### src/hdl/tbcl_defs.vh
`ifndef TBCL_DEFS_VH
`define TBCL_DEFS_VH

// Register word indices (Avalon word address)
`define TBCL_ADDR_CTRL 2'h0
`define TBCL_ADDR_VSEL 2'h1
`define TBCL_ADDR_STAT 2'h2
`define TBCL_ADDR_FREQ 2'h3

// Control register fields
`define TBCL_CTRL_EN_LSB 0
`define TBCL_CTRL_SKIP_LSB 3
`define TBCL_CTRL_GO_BIT 6
`define TBCL_CTRL_SYNC_BIT 7

// Reset values
`define TBCL_RST_CHAN_EN 3'h7
`define TBCL_RST_SKIP 3'h0
`define TBCL_RST_VSEL 7'h00
`define TBCL_RST_FREQ_HALF 16'h0014

// Voltage code decode: code n gives base plus n steps, in mV
`define TBCL_VCODE_BASE_MV 12'h2A8
`define TBCL_VCODE_MAX 7'h7F

// Counts in switching cycles
`define TBCL_OC_WAIT_CYC 9'h100
`define TBCL_HICCUP_CYC 14'h2000
`define TBCL_PG_RISE_CYC 10'h268
`define TBCL_PG_FALL_CYC 10'h070

// Positions in the synchronised pin vector
`define TBCL_PIN_ON 0
`define TBCL_PIN_OC 3
`define TBCL_PIN_OV 6
`define TBCL_PIN_BUV 9
`define TBCL_PIN_PG 12
`define TBCL_PIN_SSD 15
`define TBCL_PIN_OTT 18
`define TBCL_PIN_OTC 19
`define TBCL_PIN_SYNC 20
`define TBCL_PIN_SCL 21
`define TBCL_PIN_SDA 22
`define TBCL_PIN_W 23

`endif

### src/hdl/tbcl_sync.v
`timescale 1ns/10ps
`default_nettype none

module tbcl_sync #(
	parameter W = 23
) (
	input wire clk_sys, // System clock
	input wire rstn, // Synchronous reset, active low
	input wire ce, // Clock enable
	input wire [W-1:0] d_in, // Asynchronous inputs
	output wire [W-1:0] d_out // Synchronised copy
);

	reg [W-1:0] s1_reg; // First stage, read only by second stage
	reg [W-1:0] s2_reg; // Second stage, safe to use

	// Two flops per bit; metastability settles in the first
	always @(posedge clk_sys) begin
		if (!rstn) begin
			s1_reg <= {W{1'b0}};
			s2_reg <= {W{1'b0}};
		end else if (ce) begin
			s1_reg <= d_in;
			s2_reg <= s1_reg;
		end
	end

	assign d_out = s2_reg;

endmodule
`default_nettype wire

### src/hdl/tbcl_top.v
// Function
// [RQ1] Overcurrent over 256 cycles: stop, wait 8192, restart
// [RQ2] Voltage change starts only after trigger command
// [RQ3] Channel two voltage from 7-bit code
// [RQ4] Both bus lines low: reject access, standalone
// [RQ5] Standalone: each channel follows own enable pin
// [RQ6] Host enables channels and reads status
// [RQ7] Power-good state readable by host
// [RQ8] Power-ok high: all in window, sequence done
// [RQ9] Continuous conduction default; skipping only when enabled
// [RQ10] Channel one clock opposite phase to others
// [RQ11] Cycle start aligned to external clock falling edge
// [RQ12] Overvoltage holds high-side switch off until cleared
// [RQ13] Thermal shutdown restarts through soft-start after cooling
// [RQ14] Bootstrap undervoltage pulls switch node low
// [RQ15] Trigger moves channel two to internal divider
// [RQ16] 128 codes, 0.68 V plus 10 mV steps
// [RQ17] Power-ok falling edge deglitched 112 cycles
// [RQ18] Power-ok rising edge deglitched 616 cycles
// [RQ19] Overcurrent wait count clears when overcurrent ends
// [RQ20] Hiccup restart goes through soft-start
//
// The Avalon-MM register port and the register addresses were decided locally.
`timescale 1ns/10ps
`default_nettype none
`include "tbcl_defs.vh"

module tbcl_top #(
	parameter HICCUP_CYCLES = `TBCL_HICCUP_CYC
) (
	input wire clk_sys, // 20 MHz system clock
	input wire rstn, // Synchronous reset, active low
	input wire ce, // Clock enable, freezes all state when low
	input wire [1:0] avs_address, // Avalon word address
	input wire avs_read, // Avalon read request
	input wire avs_write, // Avalon write request
	input wire [31:0] avs_writedata, // Avalon write data
	input wire [3:0] avs_byteenable, // Avalon byte lanes
	output wire [31:0] avs_readdata, // Avalon read data
	output wire avs_waitrequest, // Avalon stall
	input wire [2:0] channel_on_input, // Per-channel enable pins
	input wire [2:0] oc_in, // Overcurrent comparators
	input wire [2:0] ov_in, // Feedback above 105 percent
	input wire [2:0] bst_uv_in, // Bootstrap undervoltage
	input wire [2:0] pg_in, // Channel within regulation window
	input wire [2:0] ss_done_in, // Soft-start finished
	input wire ot_trip_in, // Junction above trip point
	input wire ot_cool_in, // Junction cooled below hysteresis
	input wire sync_in, // External switching clock
	input wire scl_in, // Serial clock line sense
	input wire sda_in, // Serial data line sense
	output wire [2:0] ch_run, // Converter channel running
	output wire [2:0] ss_start, // Soft-start restart pulse
	output wire [2:0] hs_off, // High-side switch forced off
	output wire [2:0] switch_node_low, // Pull switch node low
	output wire [2:0] pulse_skip_setting, // Skip allowed per channel
	output wire [6:0] voltage_code, // Active channel two code
	output wire fb_internal, // Channel two on internal divider
	output wire sw_clk_ch1, // Channel one switching clock
	output wire sw_clk_ch23, // Channels two, three clock
	output wire power_ok_output // Power-good pin
);

	// One-hot channel states
	localparam ST_OFF = 3'b001;
	localparam ST_RUN = 3'b010;
	localparam ST_HIC = 3'b100;

	wire [`TBCL_PIN_W-1:0] pins_s; // Synchronised pins

	// Every pin crosses in from outside the clock domain
	tbcl_sync #(
		.W(`TBCL_PIN_W)
	) u_sync (
		.clk_sys(clk_sys),
		.rstn(rstn),
		.ce(ce),
		// Bus lines enter inverted so the flops' reset level reads as present
		.d_in({~sda_in, ~scl_in, sync_in, ot_cool_in, ot_trip_in, ss_done_in, pg_in,
			bst_uv_in, ov_in, oc_in, channel_on_input}),
		.d_out(pins_s)
	);

	wire [2:0] on_s = pins_s[`TBCL_PIN_ON +: 3]; // Enable pins
	wire [2:0] oc_s = pins_s[`TBCL_PIN_OC +: 3]; // Overcurrent
	wire [2:0] ov_s = pins_s[`TBCL_PIN_OV +: 3]; // Overvoltage
	wire [2:0] buv_s = pins_s[`TBCL_PIN_BUV +: 3]; // Bootstrap low
	wire [2:0] pg_s = pins_s[`TBCL_PIN_PG +: 3]; // In window
	wire [2:0] ssd_s = pins_s[`TBCL_PIN_SSD +: 3]; // Soft-start done
	wire ott_s = pins_s[`TBCL_PIN_OTT]; // Thermal trip
	wire otc_s = pins_s[`TBCL_PIN_OTC]; // Thermal cool
	wire sync_s = pins_s[`TBCL_PIN_SYNC]; // External clock
	wire scl_low_s = pins_s[`TBCL_PIN_SCL]; // Bus clock line low
	wire sda_low_s = pins_s[`TBCL_PIN_SDA]; // Bus data line low

	// Code n in millivolts: base plus ten per step
	function [11:0] code_to_mv;
		input [6:0] code;
		begin
			code_to_mv = `TBCL_VCODE_BASE_MV + {2'b00, code, 3'b000} + {4'b0000, code, 1'b0};
		end
	endfunction

	// Register file and bus state
	reg [2:0] chan_en_reg; // Host channel enables
	reg [2:0] skip_en_reg; // Host skip enables
	reg sync_sel_reg; // Follow external clock
	reg [6:0] vsel_reg; // Staged voltage code
	reg [6:0] vcode_reg; // Active voltage code
	reg fb_int_reg; // Internal divider selected
	reg [15:0] freq_half_reg; // Half switching period in clk_sys cycles
	reg bus_absent_reg; // Standalone operation
	reg [31:0] rdata_reg; // Read data
	reg waitreq_reg; // Waitrequest
	reg [2:0] skip_out_reg; // Skip setting to power stage

	wire req = avs_read | avs_write; // Any request
	wire acc = req & ~waitreq_reg; // Edge where request completes
	wire wr_acc = avs_write & acc & ~bus_absent_reg; // Write that lands

	// Switching clock state
	reg [15:0] hp_cnt_reg; // Half-period counter
	reg phase_reg; // Channels two, three phase
	reg ch1_clk_reg; // Channel one phase
	reg sync_d_reg; // Previous synchronised external clock
	reg tick_reg; // Switching cycle start strobe

	// Shared fault and power-good state
	reg ot_reg; // Thermal shutdown active
	reg pok_reg; // Power-good output
	reg [9:0] pg_cnt_reg; // Deglitch counter

	wire [2:0] run_w; // Per-channel running
	wire [2:0] oc_wait_w; // Overcurrent wait counting
	wire [2:0] hic_w; // Hiccup waiting

	// Floating or grounded bus lines both read low; note that a genuine
	// start condition never holds both low for long, but any low on
	// both, however brief, is read as absence, so keep presence sensing on idle lines
	always @(posedge clk_sys) begin
		if (!rstn) begin
			bus_absent_reg <= 1'b0;
		end else if (ce) begin
			bus_absent_reg <= scl_low_s & sda_low_s; // RQ4
		end
	end

	// Avalon slave: one wait state, then the accept edge
	always @(posedge clk_sys) begin
		if (!rstn) begin
			waitreq_reg <= 1'b1;
			rdata_reg <= 32'h00000000;
		end else if (ce) begin
			// Drop waitrequest for one cycle per request
			if (acc) begin
				waitreq_reg <= 1'b1;
			end else if (req) begin
				waitreq_reg <= 1'b0;
			end else begin
				waitreq_reg <= 1'b1;
			end
			// Load read data the cycle before acceptance
			if (avs_read & waitreq_reg) begin
				if (bus_absent_reg) begin
					rdata_reg <= 32'h00000000; // RQ4
				end else begin
					case (avs_address)
						`TBCL_ADDR_CTRL: begin
							rdata_reg <= {24'h000000, sync_sel_reg, 1'b0, skip_en_reg,
								chan_en_reg};
						end
						`TBCL_ADDR_VSEL: begin
							rdata_reg <= {4'h0, code_to_mv(vcode_reg), 8'h00, fb_int_reg,
								vsel_reg}; // RQ16
						end
						`TBCL_ADDR_STAT: begin
							// Host sees power-good and fault state
							rdata_reg <= {17'h00000, bus_absent_reg, ot_reg, hic_w, oc_wait_w,
								run_w, pok_reg, pg_s}; // RQ6 RQ7
						end
						`TBCL_ADDR_FREQ: begin
							rdata_reg <= {16'h0000, freq_half_reg};
						end
						default: begin
							rdata_reg <= 32'h00000000;
						end
					endcase
				end
			end
		end
	end

	// Register writes, byte lanes respected; GO is a strobe, not stored
	always @(posedge clk_sys) begin
		if (!rstn) begin
			chan_en_reg <= `TBCL_RST_CHAN_EN;
			skip_en_reg <= `TBCL_RST_SKIP;
			sync_sel_reg <= 1'b0;
			vsel_reg <= `TBCL_RST_VSEL;
			vcode_reg <= `TBCL_RST_VSEL;
			fb_int_reg <= 1'b0;
			freq_half_reg <= `TBCL_RST_FREQ_HALF;
		end else if (ce) begin
			if (bus_absent_reg) begin
				fb_int_reg <= 1'b0; // RQ4
			end
			if (wr_acc) begin
				case (avs_address)
					`TBCL_ADDR_CTRL: begin
						if (avs_byteenable[0]) begin
							chan_en_reg <= avs_writedata[`TBCL_CTRL_EN_LSB +: 3]; // RQ6
							skip_en_reg <= avs_writedata[`TBCL_CTRL_SKIP_LSB +: 3]; // RQ9
							sync_sel_reg <= avs_writedata[`TBCL_CTRL_SYNC_BIT];
							// Transition only on the trigger command
							if (avs_writedata[`TBCL_CTRL_GO_BIT]) begin
								vcode_reg <= vsel_reg; // RQ2 RQ3
								fb_int_reg <= 1'b1; // RQ15
							end
						end
					end
					`TBCL_ADDR_VSEL: begin
						if (avs_byteenable[0]) begin
							vsel_reg <= avs_writedata[6:0] & `TBCL_VCODE_MAX; // RQ16
						end
					end
					`TBCL_ADDR_FREQ: begin
						if (avs_byteenable[0]) begin
							freq_half_reg[7:0] <= avs_writedata[7:0];
						end
						if (avs_byteenable[1]) begin
							freq_half_reg[15:8] <= avs_writedata[15:8];
						end
					end
					default: begin
						vsel_reg <= vsel_reg; // Read-only or unmapped: ignored
					end
				endcase
			end
		end
	end

	// Switching clock: internal half-period divider, or external
	// falling edges start each cycle when sync is selected
	wire hp_end = ({16'h0000, hp_cnt_reg} + 32'd1) >= {16'h0000, freq_half_reg};
	wire sync_fall = sync_d_reg & ~sync_s; // External falling edge
	always @(posedge clk_sys) begin
		if (!rstn) begin
			hp_cnt_reg <= 16'h0000;
			phase_reg <= 1'b0;
			ch1_clk_reg <= 1'b1;
			sync_d_reg <= 1'b0;
			tick_reg <= 1'b0;
		end else if (ce) begin
			sync_d_reg <= sync_s;
			tick_reg <= 1'b0;
			if (sync_sel_reg & sync_fall) begin
				// Restart the cycle on the external edge
				hp_cnt_reg <= 16'h0000; // RQ11
				phase_reg <= 1'b1;
				ch1_clk_reg <= 1'b0; // RQ10
				tick_reg <= 1'b1;
			end else if (hp_end) begin
				hp_cnt_reg <= 16'h0000;
				if (phase_reg) begin
					phase_reg <= 1'b0;
					ch1_clk_reg <= 1'b1; // RQ10
				end else if (!sync_sel_reg) begin
					// Free running: self-start the next cycle
					phase_reg <= 1'b1;
					ch1_clk_reg <= 1'b0; // RQ10
					tick_reg <= 1'b1;
				end
			end else begin
				hp_cnt_reg <= hp_cnt_reg + 16'h0001;
			end
		end
	end

	// Thermal shutdown latched until the cool comparator reports
	always @(posedge clk_sys) begin
		if (!rstn) begin
			ot_reg <= 1'b0;
		end else if (ce) begin
			if (ott_s) begin
				ot_reg <= 1'b1;
			end else if (otc_s) begin
				ot_reg <= 1'b0; // RQ13
			end
		end
	end

	// Per-channel sequencer, protection and pin drive
	genvar gi;
	generate
		for (gi = 0; gi < 3; gi = gi + 1) begin : g_ch
			reg [2:0] st_reg; // One-hot state
			reg [8:0] oc_cnt_reg; // Overcurrent wait count
			reg [13:0] hic_cnt_reg; // Hiccup count
			reg run_reg; // Running output
			reg ss_reg; // Soft-start pulse
			reg hs_off_reg; // High-side off
			reg lx_low_reg; // Switch node low

			// Standalone ignores the host enables entirely
			wire en = bus_absent_reg ? on_s[gi] : (on_s[gi] & chan_en_reg[gi]); // RQ5 RQ6

			always @(posedge clk_sys) begin
				if (!rstn) begin
					st_reg <= ST_OFF;
					oc_cnt_reg <= 9'h000;
					hic_cnt_reg <= 14'h0000;
					run_reg <= 1'b0;
					ss_reg <= 1'b0;
					hs_off_reg <= 1'b1;
					lx_low_reg <= 1'b0;
				end else if (ce) begin
					ss_reg <= 1'b0;
					case (st_reg)
						ST_OFF: begin
							oc_cnt_reg <= 9'h000;
							if (en & ~ot_reg) begin
								st_reg <= ST_RUN;
								ss_reg <= 1'b1; // RQ13
							end
						end
						ST_RUN: begin
							if (~en | ot_reg) begin
								st_reg <= ST_OFF;
							end else if (~oc_s[gi]) begin
								oc_cnt_reg <= 9'h000; // RQ19
							end else if (tick_reg) begin
								// Overcurrent beyond the wait: hiccup
								if (oc_cnt_reg == `TBCL_OC_WAIT_CYC) begin
									st_reg <= ST_HIC; // RQ1
									hic_cnt_reg <= 14'h0000;
								end else begin
									oc_cnt_reg <= oc_cnt_reg + 9'h001;
								end
							end
						end
						ST_HIC: begin
							oc_cnt_reg <= 9'h000;
							if (~en | ot_reg) begin
								st_reg <= ST_OFF;
							end else if (tick_reg) begin
								if (hic_cnt_reg == HICCUP_CYCLES[13:0] - 14'h0001) begin
									st_reg <= ST_RUN; // RQ1
									ss_reg <= 1'b1; // RQ20
								end else begin
									hic_cnt_reg <= hic_cnt_reg + 14'h0001;
								end
							end
						end
						default: begin
							st_reg <= ST_OFF;
						end
					endcase
					run_reg <= (st_reg == ST_RUN) & en & ~ot_reg;
					// Switch held off while feedback stays high
					hs_off_reg <= ov_s[gi] | (st_reg != ST_RUN); // RQ12
					lx_low_reg <= buv_s[gi] & (st_reg == ST_RUN); // RQ14
				end
			end

			assign run_w[gi] = run_reg;
			assign oc_wait_w[gi] = (oc_cnt_reg != 9'h000);
			assign hic_w[gi] = (st_reg == ST_HIC);
			assign ch_run[gi] = run_reg;
			assign ss_start[gi] = ss_reg;
			assign hs_off[gi] = hs_off_reg;
			assign switch_node_low[gi] = lx_low_reg;
		end
	endgenerate

	// Skipping only when host allowed it and the bus is present
	always @(posedge clk_sys) begin
		if (!rstn) begin
			skip_out_reg <= 3'h0;
		end else if (ce) begin
			skip_out_reg <= skip_en_reg & {3{~bus_absent_reg}}; // RQ9
		end
	end

	// Power-good: every channel in window and sequence complete,
	// each direction filtered over its own count of switching cycles
	wire pg_target = (&pg_s) & (&ssd_s) & (&run_w); // RQ8
	wire [9:0] pg_limit = pok_reg ? `TBCL_PG_FALL_CYC : `TBCL_PG_RISE_CYC;
	always @(posedge clk_sys) begin
		if (!rstn) begin
			pok_reg <= 1'b0;
			pg_cnt_reg <= 10'h000;
		end else if (ce) begin
			if (pg_target == pok_reg) begin
				pg_cnt_reg <= 10'h000;
			end else if (tick_reg) begin
				if (pg_cnt_reg + 10'h001 >= pg_limit) begin
					pok_reg <= pg_target; // RQ17 RQ18
					pg_cnt_reg <= 10'h000;
				end else begin
					pg_cnt_reg <= pg_cnt_reg + 10'h001;
				end
			end
		end
	end

	assign avs_readdata = rdata_reg;
	assign avs_waitrequest = waitreq_reg;
	assign pulse_skip_setting = skip_out_reg;
	assign voltage_code = vcode_reg;
	assign fb_internal = fb_int_reg;
	assign sw_clk_ch1 = ch1_clk_reg;
	assign sw_clk_ch23 = phase_reg;
	assign power_ok_output = pok_reg;

endmodule
`default_nettype wire

### config.mk
export PLATFORM = sky130hd
export DESIGN_NAME = tbcl_top
export DESIGN_NICKNAME = d
export VERILOG_FILES = /design/src/hdl/tbcl_sync.v /design/src/hdl/tbcl_top.v
export VERILOG_INCLUDE_DIRS = /design/src /design/src/hdl
export SDC_FILE = /design/constraint.sdc
export NUM_CORES = 1
export LEC_CHECK = 0
export ABC_AREA = 0
export ABC_CLOCK_PERIOD_IN_PS = 2900
export BUFFER_PORTS_ARGS = -buffer_cell sky130_fd_sc_hd__buf_2
export CORE_MARGIN = 1.5
export CORE_UTILIZATION = 46
export DETAILED_ROUTE_END_ITERATION = 8
export GPL_TIMING_DRIVEN = 0
export PLACE_DENSITY = 0.7
export SLEW_MARGIN = 20
export SYNTH_ARGS = -nofsm -noshare
export SYNTH_HDL_FRONTEND = slang
export SYNTH_SLANG_ARGS = --single-unit
export TNS_END_PERCENT = 10
### constraint.sdc
create_clock -name clk_sys -period 2.9 [get_ports clk_sys]
set_input_delay 0.145 -clock clk_sys [delete_from_list [all_inputs] [get_ports clk_sys]]
set_output_delay 0.145 -clock clk_sys [all_outputs]
set_load 0.05 [all_outputs]
Word level (Yosys, flattened, before mapping)
Cells that the tools add are included.
{"block": "classes", "addsub": 11, "magnitude_cmp": 2, "bitwise": 42, "n_mux": 111, "n_reduce_logical": 39, "n_eq_ne": 68}
{"op": "14-bit two-way mux", "count": 21}
{"op": "32-bit case mux with 4 select lines", "count": 1}
{"op": "9-bit two-way mux", "count": 12}
{"op": "14-bit case mux with 2 select lines", "count": 3}
{"op": "3-bit two-way mux", "count": 24}
{"op": "9-bit case mux with 2 select lines", "count": 3}
{"op": "14-bit by 1-bit adder with 14-bit output (second input constant)", "count": 3}
{"op": "14-bit by 13-bit == test with 1-bit output (second input constant)", "count": 3}
{"op": "2-bit inequality test (second input constant)", "count": 21}
{"op": "10-bit two-way mux", "count": 4}
{"op": "3-bit inequality test (second input constant)", "count": 12}
{"op": "1-bit two-way mux", "count": 34}
{"op": "16-bit two-way mux", "count": 2}
{"op": "32-bit two-way mux", "count": 1}
{"op": "9-bit by 1-bit adder with 9-bit output (second input constant)", "count": 3}
{"op": "9-bit == test (second input constant)", "count": 3}
{"op": "3-bit by 2-bit inequality test with 1-bit output (second input constant)", "count": 9}
{"op": "3-bit case mux with 3 select lines", "count": 3}
{"op": "9-bit AND reduction", "count": 3}
{"op": "9-bit nonzero test", "count": 3}
{"op": "1-bit AND", "count": 24}
{"op": "7-bit AND reduction", "count": 3}
{"op": "4-bit AND reduction", "count": 5}
{"op": "5-bit AND reduction", "count": 4}
{"op": "other kinds (24)", "count": 69}
{"block": "totals", "in_bits": 66, "register_bits": 243, "out_inout_bits": 59, "wordCells": 316}

Longest topological paths before layout
Gate-level depths: netlist of the first run.
{"block": "logic_depth", "word_depth": 6, "ltp_mapped": 16}

Hierarchy
Synthesis of the first run repeated with hierarchy kept, for this count alone.
{"block": "unflattened", "hier_cells": 1393, "hier_area_um2": 12109.1}
{"mod": "tbcl_top", "instances": 1, "area_per_inst_um2": 10328.7, "cells_per_inst": 1245}
{"mod": "tbcl_sync", "instances": 1, "area_per_inst_um2": 1780.5, "cells_per_inst": 148}

Worst setup path before layout of the first run
OpenSTA, ideal clock, no wires.
{"block": "synth_path", "kind": "register to register", "from": "reg hp_cnt_reg[0]", "to": "reg hp_cnt_reg[11]", "stages_incl_launch_ff": 17, "required_time_ps": 2776, "path_buffers": 2, "setup_time_ps": 124, "arrival_time_ps": 2987, "slack_ps": -211, "path_cell_list": "dfxtp_1 -> ha_1 -> nand3_1 -> nor2_1 -> nand3_1 -> or2_2 -> nand2_1 -> nand2_1 -> ha_1 -> nand4_1 -> nor2_1 -> nand4_1 -> o221a_2 -> buf_2 -> buf_4 -> a31oi_1 -> o22ai_1"}
{"block": "synth_via", "elab_chain_len": 4, "word_cells_on_any_way": 5, "cone_classes": "2 x add/sub; 1 x order compare; 2 x mux"}
{"item": "start: declaration", "line": "tbcl_top.v:122", "rtl": "reg [15:0] hp_cnt_reg;"}
{"item": "start signal: assignment", "line": "tbcl_top.v:274", "rtl": "hp_cnt_reg <= hp_cnt_reg + 16'h0001;"}
{"item": "16-bit by 1-bit adder with 17-bit output", "line": "tbcl_top.v:244", "rtl": "wire hp_end = ({16'h0000, hp_cnt_reg} + 32'd1) >= {16'h0000, freq_half_reg};"}
{"item": "17-bit by 16-bit greater-or-equal comparator with 1-bit output", "line": "tbcl_top.v:244"}
{"item": "16-bit two-way mux (*)", "line": "tbcl_top.v:262", "rtl": "end else if (hp_end) begin"}
{"item": "16-bit two-way mux (*)", "line": "tbcl_top.v:256", "rtl": "if (sync_sel_reg & sync_fall) begin"}
Every way passes the cells marked *; elsewhere a longest branch is shown, timed or not.
A chain may end at the register's enable or synchronous reset.

Worst setup path in the final report of the first run
{"block": "layout_path", "from": "reg hp_cnt_reg[0]", "to": "reg hp_cnt_reg[2]"}
The elaborated chain is that of the path after synthesis.

==> results.rst, run 1 <==
.. list-table::
   :header-rows: 1

   * - Metric
     - Value
   * - Status
     - complete, but fails checks
   * - Violated checks
     - negative setup slack
   * - Area share of the largest cell type after synthesis
     - between 30% and 40%
   * - XOR/XNOR share of the synthesized area
     - 4.04%
   * - Instance count after placement with tap cells included
     - 1,812
   * - DRC Markers
     - 0
   * - Global Route Usage Sum
     - 25.2%
   * - Max Fclk
     - 321 MHz
   * - Number of iterations in the first detailed-routing pass
     - 5
   * - Hold Path Origin
     - rstn
   * - Total count of max-transition violations in the final report
     - 0
   * - Final setup violation count
     - 19
   * - Worst Hold Margin
     - 0.103 ns
   * - Mean area per synthesized cell
     - 8.67 sq um
   * - Hold Path End
     - g_ch[0].hic_cnt_reg[11]
   * - Post-Synth Adder-Cell Area
     - 4.47%
   * - Synth cell count leaders
     - dfxtp_1, nor2_1, nand2_1
   * - TritonCTS clock tree
     - built
   * - Area added between synthesis and finish
     - 23.3%
   * - Clock transition time at the flip-flop clock pins of the worst setup and hold paths
     - 0.06 ns
   * - Required time reported for the critical path endpoint
     - 3.35 ns
   * - Pin count of the biggest net entering global routing
     - 15
   * - Number of enable flip-flop cells after synthesis
     - 0
   * - HPWL reported at the end of detailed placement
     - 24,200 um
   * - Number of H-tree branching levels
     - 1
   * - Mean routed wirelength per cell
     - 17.9 um
   * - Vertical extent of the die
     - 164 um
   * - Remaining antenna violation count
     - 0
   * - Maximum vdd ir drop
     - 437 uV
   * - Crit path launch type
     - register
   * - Area taken by flip-flops and latches
     - ~4800 sq um
   * - Sequential element share of the synthesized area
     - between 30% and 40%
   * - Category of the worst setup path capture point
     - register
   * - Reg2reg setup slack
     - -0.22 ns
   * - Sink count of the clock tree
     - 237
   * - Antenna violations before repair
     - 0
   * - Ys async rst share
     - 0%
   * - Type of the tightest min-delay check
     - input pin to register
   * - Share of cells above drive strength 1
     - between 10% and 20%
   * - Cells along the critical path
     - ha_4 > nand3_4 > nor2_4 > buf_6 > inv_2 > nand2_1 > nand2_1 > ha_1 > and3_4 > a221o_1 > a221oi_2 > o221a_4 > buf_6 > nand4b_1 > a31oi_1
   * - X dimension of the die
     - about 160 um
   * - Maximum fanout along the worst path
     - 8
   * - Number of cells on the worst hold path
     - 3
   * - Arrival time of the worst setup path
     - 3.57 ns
   * - YS warnings
     - 0
   * - Final worst path period need
     - 3.12 ns
   * - Max clock buf depth
     - 3
   * - Per-cell via count in the routed design
     - 5.63
   * - Origin of the critical flop-to-flop path
     - hp_cnt_reg[0]
   * - Pin slew with the least headroom to its limit
     - 0.936 ns
   * - Initial standard-cell utilization of the core
     - 47.1%
   * - Row count
     - 58
   * - Worst slew margin relative to its limit
     - 37.6%
   * - Yosys top cell by area
     - dfxtp_1
   * - Simple-Gate Fraction of Synth Area
     - 22.7%
   * - Number of failing hold endpoints at the final stage
     - 0
   * - Number of buffers created by CTS
     - 27
   * - Crit path max-delay cell type
     - dfxtp_4
   * - Diode insertion count for antenna repair
     - 0
   * - Placeable core area
     - 25,300 sq um
   * - Flop and latch count out of synthesis
     - roughly 240
   * - Most used standard cell by instance count after synthesis
     - dfxtp_1
   * - # fillers
     - about 2.2k
   * - Cell Area, Synth
     - 11,900 sq um
   * - Later-pin clock latency in the skew report
     - between 0.5 and 0.6 ns
   * - Max FFs per register
     - between 40 and 50
   * - Cell family with most CP delay
     - compound AO/OA/AOI/OAI gates
   * - Routed wire length
     - 34,300 um
   * - Cell Count, Final, Fillers Out
     - 1,922
   * - IO Pins
     - 125
   * - Library cells used by synthesis
     - 84
   * - Worst r2r dst
     - hp_cnt_reg[2]
   * - Top FF cell, synth
     - dfxtp_1
   * - Gpl congestion
     - 0.883
   * - Startpoint-to-endpoint class of the critical path
     - register to register
   * - Depth of the worst register-to-register path
     - 15
   * - Combinational family with the most area after synthesis
     - simple AND/OR/NAND/NOR gates
   * - Final Net Count
     - approximately 1.7k
   * - Setup slack of the critical path after layout
     - -0.217 ns
   * - Number of DRC violations after detailed-routing iteration 0
     - around 980
   * - Power per standard cell area
     - around 510 nW/um^2
   * - Post-synthesis instance total
     - 1,376
   * - Final worst clock skew
     - 0.0150 ns
   * - Overall die area
     - 26,900 sq um
   * - Unrepaired setup endpoints after global routing
     - true
   * - Global-route wire length before repair
     - 53,400 um
   * - Max stage delay on crit path
     - 0.38 ns
   * - Remaining Overflow, GRT
     - 0
   * - Post-synthesis mux area share
     - 8.81%
   * - Count of buffer and inverter cells on the critical path
     - 3
   * - Via count of the first global-routing pass
     - 10.1k
   * - Cell at the root of the clock tree
     - clkbuf_16
   * - Total vias in the final route
     - 10.8k
   * - Area taken by multi-input logic gates
     - just under 7000 sq um
   * - Count of max-cap constraint violations
     - 0
   * - Synth Area in Compound Gates
     - 14.7%
   * - Static leakage power
     - 6.03 nW
   * - Top cells by area, synth
     - dfxtp_1, mux2i_1, nor2_1, ha_1, nand2_1
   * - Number of buffers added on ports
     - 100
   * - Final cycle utilization of the critical path
     - 107%
where the power goes:
part	switching (W)	internal, W	total, W
Sequential	0.0000351	0.00330	0.00333
Clock	0.00139	0.00230	0.00369
Combinational	0.000308	0.000187	0.000495
Total	0.00173	0.00579	0.00752
through the flow:
step           power (W)  TNS (ns)  worst slack (ns)  area (sq um)  utilization (%)
6_report         0.00752     -3.14            -0.217         14700             58.1
5_1_grt          0.00773     -5.74            -0.311         14700             58.1
4_1_cts          0.00754    -0.353           -0.0434         14600             57.6
3_5_place_dp     0.00383     -7.43            -0.437         12900             51.1
3_3_place_gp     0.00382     -6.10            -0.367         12900             51.0
2_1_floorplan    0.00367  -0.00547          -0.00547         12000                -
worst min-delay path, stage by stage:
cell and delay, ns:
buf_2 0.20, o21ai_1 0.19, nor2_1 0.07
layout by cell type, fill, tap and decap left out, types with 8 or more instances in the layout:
master         count
a211oi_1          11
a21oi_1           60
a22oi_1           21
a31oi_1           15
and2_1            12
and3_1            13
buf_2            114
buf_4             36
clkbuf_1          47
clkbuf_16         27
clkbuf_8           9
dfxtp_1          228
dlygate4sd3_1     41
ha_1              39
inv_1             63
mux2i_1           87
nand2_1          107
nand2b_1          26
nand3_1           39
nand3b_1           9
nand4_1           42
nor2_1           195
nor2b_1            8
nor3_1            20
o21ai_0           32
o221a_2           11
o22ai_1            9
o31ai_1           10
or3_1              9
xnor2_1           33
xor2_1            21
how the worst max path moves through the flow:
stage	start	endpoint	slack, ns	cells after the start
global placement	hp_cnt_reg[1]	hp_cnt_reg[12]	-0.37	13
finish	hp_cnt_reg[0]	hp_cnt_reg[2]	-0.22	15
detailed placement	hp_cnt_reg[1]	hp_cnt_reg[12]	-0.44	13
global route	hp_cnt_reg[0]	hp_cnt_reg[9]	-0.31	12
floorplan	hp_cnt_reg[3]	hp_cnt_reg[2]	-0.005	14
CTS	hp_cnt_reg[0]	hp_cnt_reg[2]	-0.04	15
what timing repair did:
| item | CTS | global route |
|---|---|---|
| cloned | 2 | 0 |
| hold buffers | 41 | 0 |
| setup endpoints to repair | 26 | 30 |
| setup buffers | 14 | 4 |
| endpoints found under the hold margin | 54 | 0 |
| pin swaps | 23 | 21 |
| resized for setup | 39 | 18 |
cell type report:
cell class | count | share of cell area, %
inverter | 65 | 1.66
sequential | 237 | 32.4
clock buffer | 41 | 5.56
tap | 330 | 2.81
clock inverter | 9 | 1.09
multi-input combinational | 996 | 46.4
buffer | 83 | 2.85
timing repair buffer | 161 | 7.27
metal layers:
layer | vias up | GRT usage, % | part of all wire (%)
met1 | 5149 | 34.8 | 44
met4 | 0 | 7.69 | 2.7
li1 | 5259 | - | -
met3 | 56 | 4.02 | 7.3
met2 | 364 | 40.2 | 46
met5 | - | 0 | 0
cell families after synthesis:
group / count (synthesis)
and+or+nand+nor: 545
AOI/OAI and AO/OA: 251
DFF: 237
buffers and inverters: 149
muxes: 96
xor gates and xnor gates: 55
adders and majority gates: 42
other: 1
Note: power is estimated with default switching activity, not from simulation.
==> run 2, diff against run 1 <==
--- a/config.mk
+++ b/config.mk
@@ -9,11 +9,11 @@
 export ABC_AREA = 0
 export ABC_CLOCK_PERIOD_IN_PS = 2900
 export BUFFER_PORTS_ARGS = -buffer_cell sky130_fd_sc_hd__buf_2
-export CORE_MARGIN = 1.5
-export CORE_UTILIZATION = 46
+export CORE_UTILIZATION = 54
 export DETAILED_ROUTE_END_ITERATION = 8
+export GPL_ROUTABILITY_DRIVEN = 1
 export GPL_TIMING_DRIVEN = 0
-export PLACE_DENSITY = 0.7
+export PLACE_DENSITY = 0.8
 export SLEW_MARGIN = 20
 export SYNTH_ARGS = -nofsm -noshare
 export SYNTH_HDL_FRONTEND = slang
==> run 2 against run 1 <==
Compared with the run above: via count is 4.1% higher; highest routed layer unchanged; worst hold slack worse by 0.028 ns; power is 5.9% lower; sequential power hardly changed; fmax is 0.35% lower; the flow still finishes with violations (negative setup slack); global-route usage is 5.6 points higher.
==> results.rst, run 2 (same netlist as run 1, synthesis figures left out) <==
.. list-table::
   :header-rows: 1

   * - Metric
     - Value
   * - Status
     - complete, but fails checks
   * - Violated checks
     - negative setup slack
   * - Area taken by flip-flops and latches
     - between 4000 and 5000 sq um
   * - Internal cell power
     - between 0.005 and 0.006 W
   * - Final worst path period need
     - between 3 and 4 ns
   * - Crit path launch type
     - register
   * - Cell at the root of the clock tree
     - clkbuf_16
   * - Setup tns final
     - -2.81 ns
   * - X dimension of the die
     - approximately 150 um
   * - DRC Markers
     - 0
   * - Required time reported for the critical path endpoint
     - 3.35 ns
   * - Power per standard cell area
     - approximately 490 nW/um^2
   * - Number of buffers added on ports
     - 100
   * - Psw
     - 0.00173 W
   * - Via count of the first global-routing pass
     - 10.8k
   * - Overall die area
     - 22,700 sq um
   * - Max clock buf depth
     - 3
   * - Total count of max-transition violations in the final report
     - 0
   * - TritonCTS clock tree
     - built
   * - Remaining antenna violation count
     - 0
   * - Post-Layout Inst Area
     - around 15,000 sq um
   * - Later-pin clock latency in the skew report
     - 0.56 ns
   * - Worst slew margin relative to its limit
     - 40.4%
   * - Leading cell types in the layout, fill and taps excluded
     - dfxtp_1, nor2_1, buf_2
   * - Type of the tightest min-delay check
     - input pin to register
   * - Final setup violation count
     - 19
   * - Final worst clock skew
     - 0.0285 ns
   * - Unrepaired setup endpoints after global routing
     - true
   * - Setup slack of the critical path after layout
     - -0.228 ns
   * - Reg2reg setup slack
     - -0.23 ns
   * - # fillers
     - approximately 1.7k
   * - Clock transition time at the flip-flop clock pins of the worst setup and hold paths
     - about 0.060 ns
   * - Hold Path End
     - g_ch[0].hic_cnt_reg[11]
   * - Startpoint-to-endpoint class of the critical path
     - register to register
   * - Gpl congestion
     - approximately 0.91
   * - Arrival time of the worst setup path
     - 3.58 ns
   * - Final Net Count
     - 1,679
   * - Switching part of the total power
     - 24.4%
   * - Static leakage power
     - 6.00 nW
   * - Maximum vdd ir drop
     - ~420 uV
   * - Count of max-cap constraint violations
     - 0
   * - Gate power share
     - 6.9%
   * - Pin count of the biggest net entering global routing
     - 15
   * - Category of the worst setup path capture point
     - register
   * - Maximum fanout along the worst path
     - 6
   * - Sink count of the clock tree
     - 237
   * - Commonest non-fill, non-tap cell in the layout
     - dfxtp_1
   * - Number of failing hold endpoints at the final stage
     - 0
   * - Global-route wire length before repair
     - roughly 55,000 um
   * - Place WS
     - -0.429 ns
   * - Per-cell via count in the routed design
     - 6.03
   * - Mean routed wirelength per cell
     - 18.8 um
   * - Origin of the critical flop-to-flop path
     - hp_cnt_reg[1]
   * - Antenna violations before repair
     - 1
   * - Max FFs per register
     - 42
   * - Global Route Usage Sum
     - about 30%
   * - Power share of the clock group
     - 45.9%
   * - Depth of the worst register-to-register path
     - 12
   * - Total vias in the final route
     - approximately 11k
   * - Placed cell area
     - 12,900 sq um
   * - Number of cells on the worst hold path
     - 3
   * - Sequential share of power
     - 47.1%
   * - Number of iterations in the first detailed-routing pass
     - 5
   * - Initial standard-cell utilization of the core
     - 54.9%
   * - Worst r2r dst
     - hp_cnt_reg[5]
   * - Number of H-tree branching levels
     - 1
   * - Final core utilization
     - 67.0%
   * - HPWL reported at the end of detailed placement
     - 23,600 um
   * - Pin slew with the least headroom to its limit
     - 0.891 ns
   * - Share of cells above drive strength 1
     - around a fifth
   * - Vertical extent of the die
     - 151 um
   * - Area added between synthesis and finish
     - 22.2%
   * - Hold Path Origin
     - rstn
   * - IO Pins
     - ~130
   * - Final cycle utilization of the critical path
     - 108%
   * - Routed wire length
     - 35,200 um
   * - Max Fclk
     - 320 MHz
   * - Area taken by multi-input logic gates
     - a little under 7000 sq um
   * - Placeable core area
     - ~22,000 sq um
   * - Number of DRC violations after detailed-routing iteration 0
     - about 1,000
   * - Row count
     - 54
   * - Number of buffers created by CTS
     - 26
   * - Remaining Overflow, GRT
     - 0
run 2: cell types whose count changed in the layout (fill, tap and decap cells not counted), moves of 2 or more:
cell / delta
nand3_2: +2
buf_6: -3
bufinv_16: -3
clkinv_2: +3
nand3_4: -2
dfxtp_4: +2
and3_1: -2
dfxtp_2: -2
clkbuf_8: -4
run 2: critical path, cell delays in order, from the launching register on:
cell,delay [ns]
dfxtp_4,0.37
ha_4,0.15
nand3_4,0.10
nor3_4,0.30
xnor2_1,0.14
ha_1,0.34
and3_4,0.16
a221o_1,0.33
a221oi_2,0.29
buf_4,0.17
o221ai_4,0.15
o31a_1,0.38
o22ai_2,0.13
run 2: metrics by stage:
| stage | hold slack [ns] | total power, W | std cells |
|---|---|---|---|
| finish | 0.0743 | 0.00707 | 1871 |
| global route | 0.111 | 0.00728 | 1870 |
| global placement | 0.368 | 0.00381 | 1761 |
| floorplan | 0.244 | 0.00367 | 1381 |
| CTS | 0.0596 | 0.00709 | 1866 |
| detailed placement | 0.369 | 0.00382 | 1762 |
run 2: final cells by class:
| cell class | instances | share of cell area [%] |
|---|---|---|
| antenna | 1 | 0.0172 |
| buffer | 82 | 2.91 |
| sequential | 237 | 32.7 |
| inverter | 65 | 1.67 |
| multi-input combinational | 996 | 46.8 |
| clock buffer | 34 | 4.94 |
| clock inverter | 13 | 0.935 |
| timing repair buffer | 163 | 7.65 |
| tap | 280 | 2.40 |
run 2: metal layers:
layer / track usage [%] / part of all wire [%]
met5: 0 / 0
met3: 4.67 / 8.5
met1: 38.9 / 40
met2: 50.8 / 46
met4: 15.6 / 5.2
run 2: worst max-delay path by stage:
stage	startpoint	to	cells past startpoint
3_3_place_gp	hp_cnt_reg[1]	hp_cnt_reg[12]	13
6_report	hp_cnt_reg[1]	hp_cnt_reg[5]	12
2_1_floorplan	hp_cnt_reg[3]	hp_cnt_reg[2]	14
4_1_cts	hp_cnt_reg[0]	hp_cnt_reg[7]	13
5_1_grt	hp_cnt_reg[1]	hp_cnt_reg[5]	12
3_5_place_dp	hp_cnt_reg[1]	hp_cnt_reg[2]	14
run 2: power by group through the flow:
stage / sequential [W] / combinational, W / clock (W)
finish: 0.00333 / 0.000492 / 0.00325
global route: 0.00334 / 0.000521 / 0.00342
CTS: 0.00333 / 0.000471 / 0.00328
detailed placement: 0.00341 / 0.000415 / 0
global placement: 0.00341 / 0.000408 / 0
floorplan: 0.00341 / 0.000258 / 0
run 2: what timing repair did:
action | in CTS | in global routing
endpoints found under the setup margin | 21 | 29
resized for setup | 36 | 20
setup buffers | 17 | 3
endpoints found under the hold margin | 54 | 0
pin swaps | 18 | 17
gates cloned | 1 | 1
hold buffers | 41 | 0
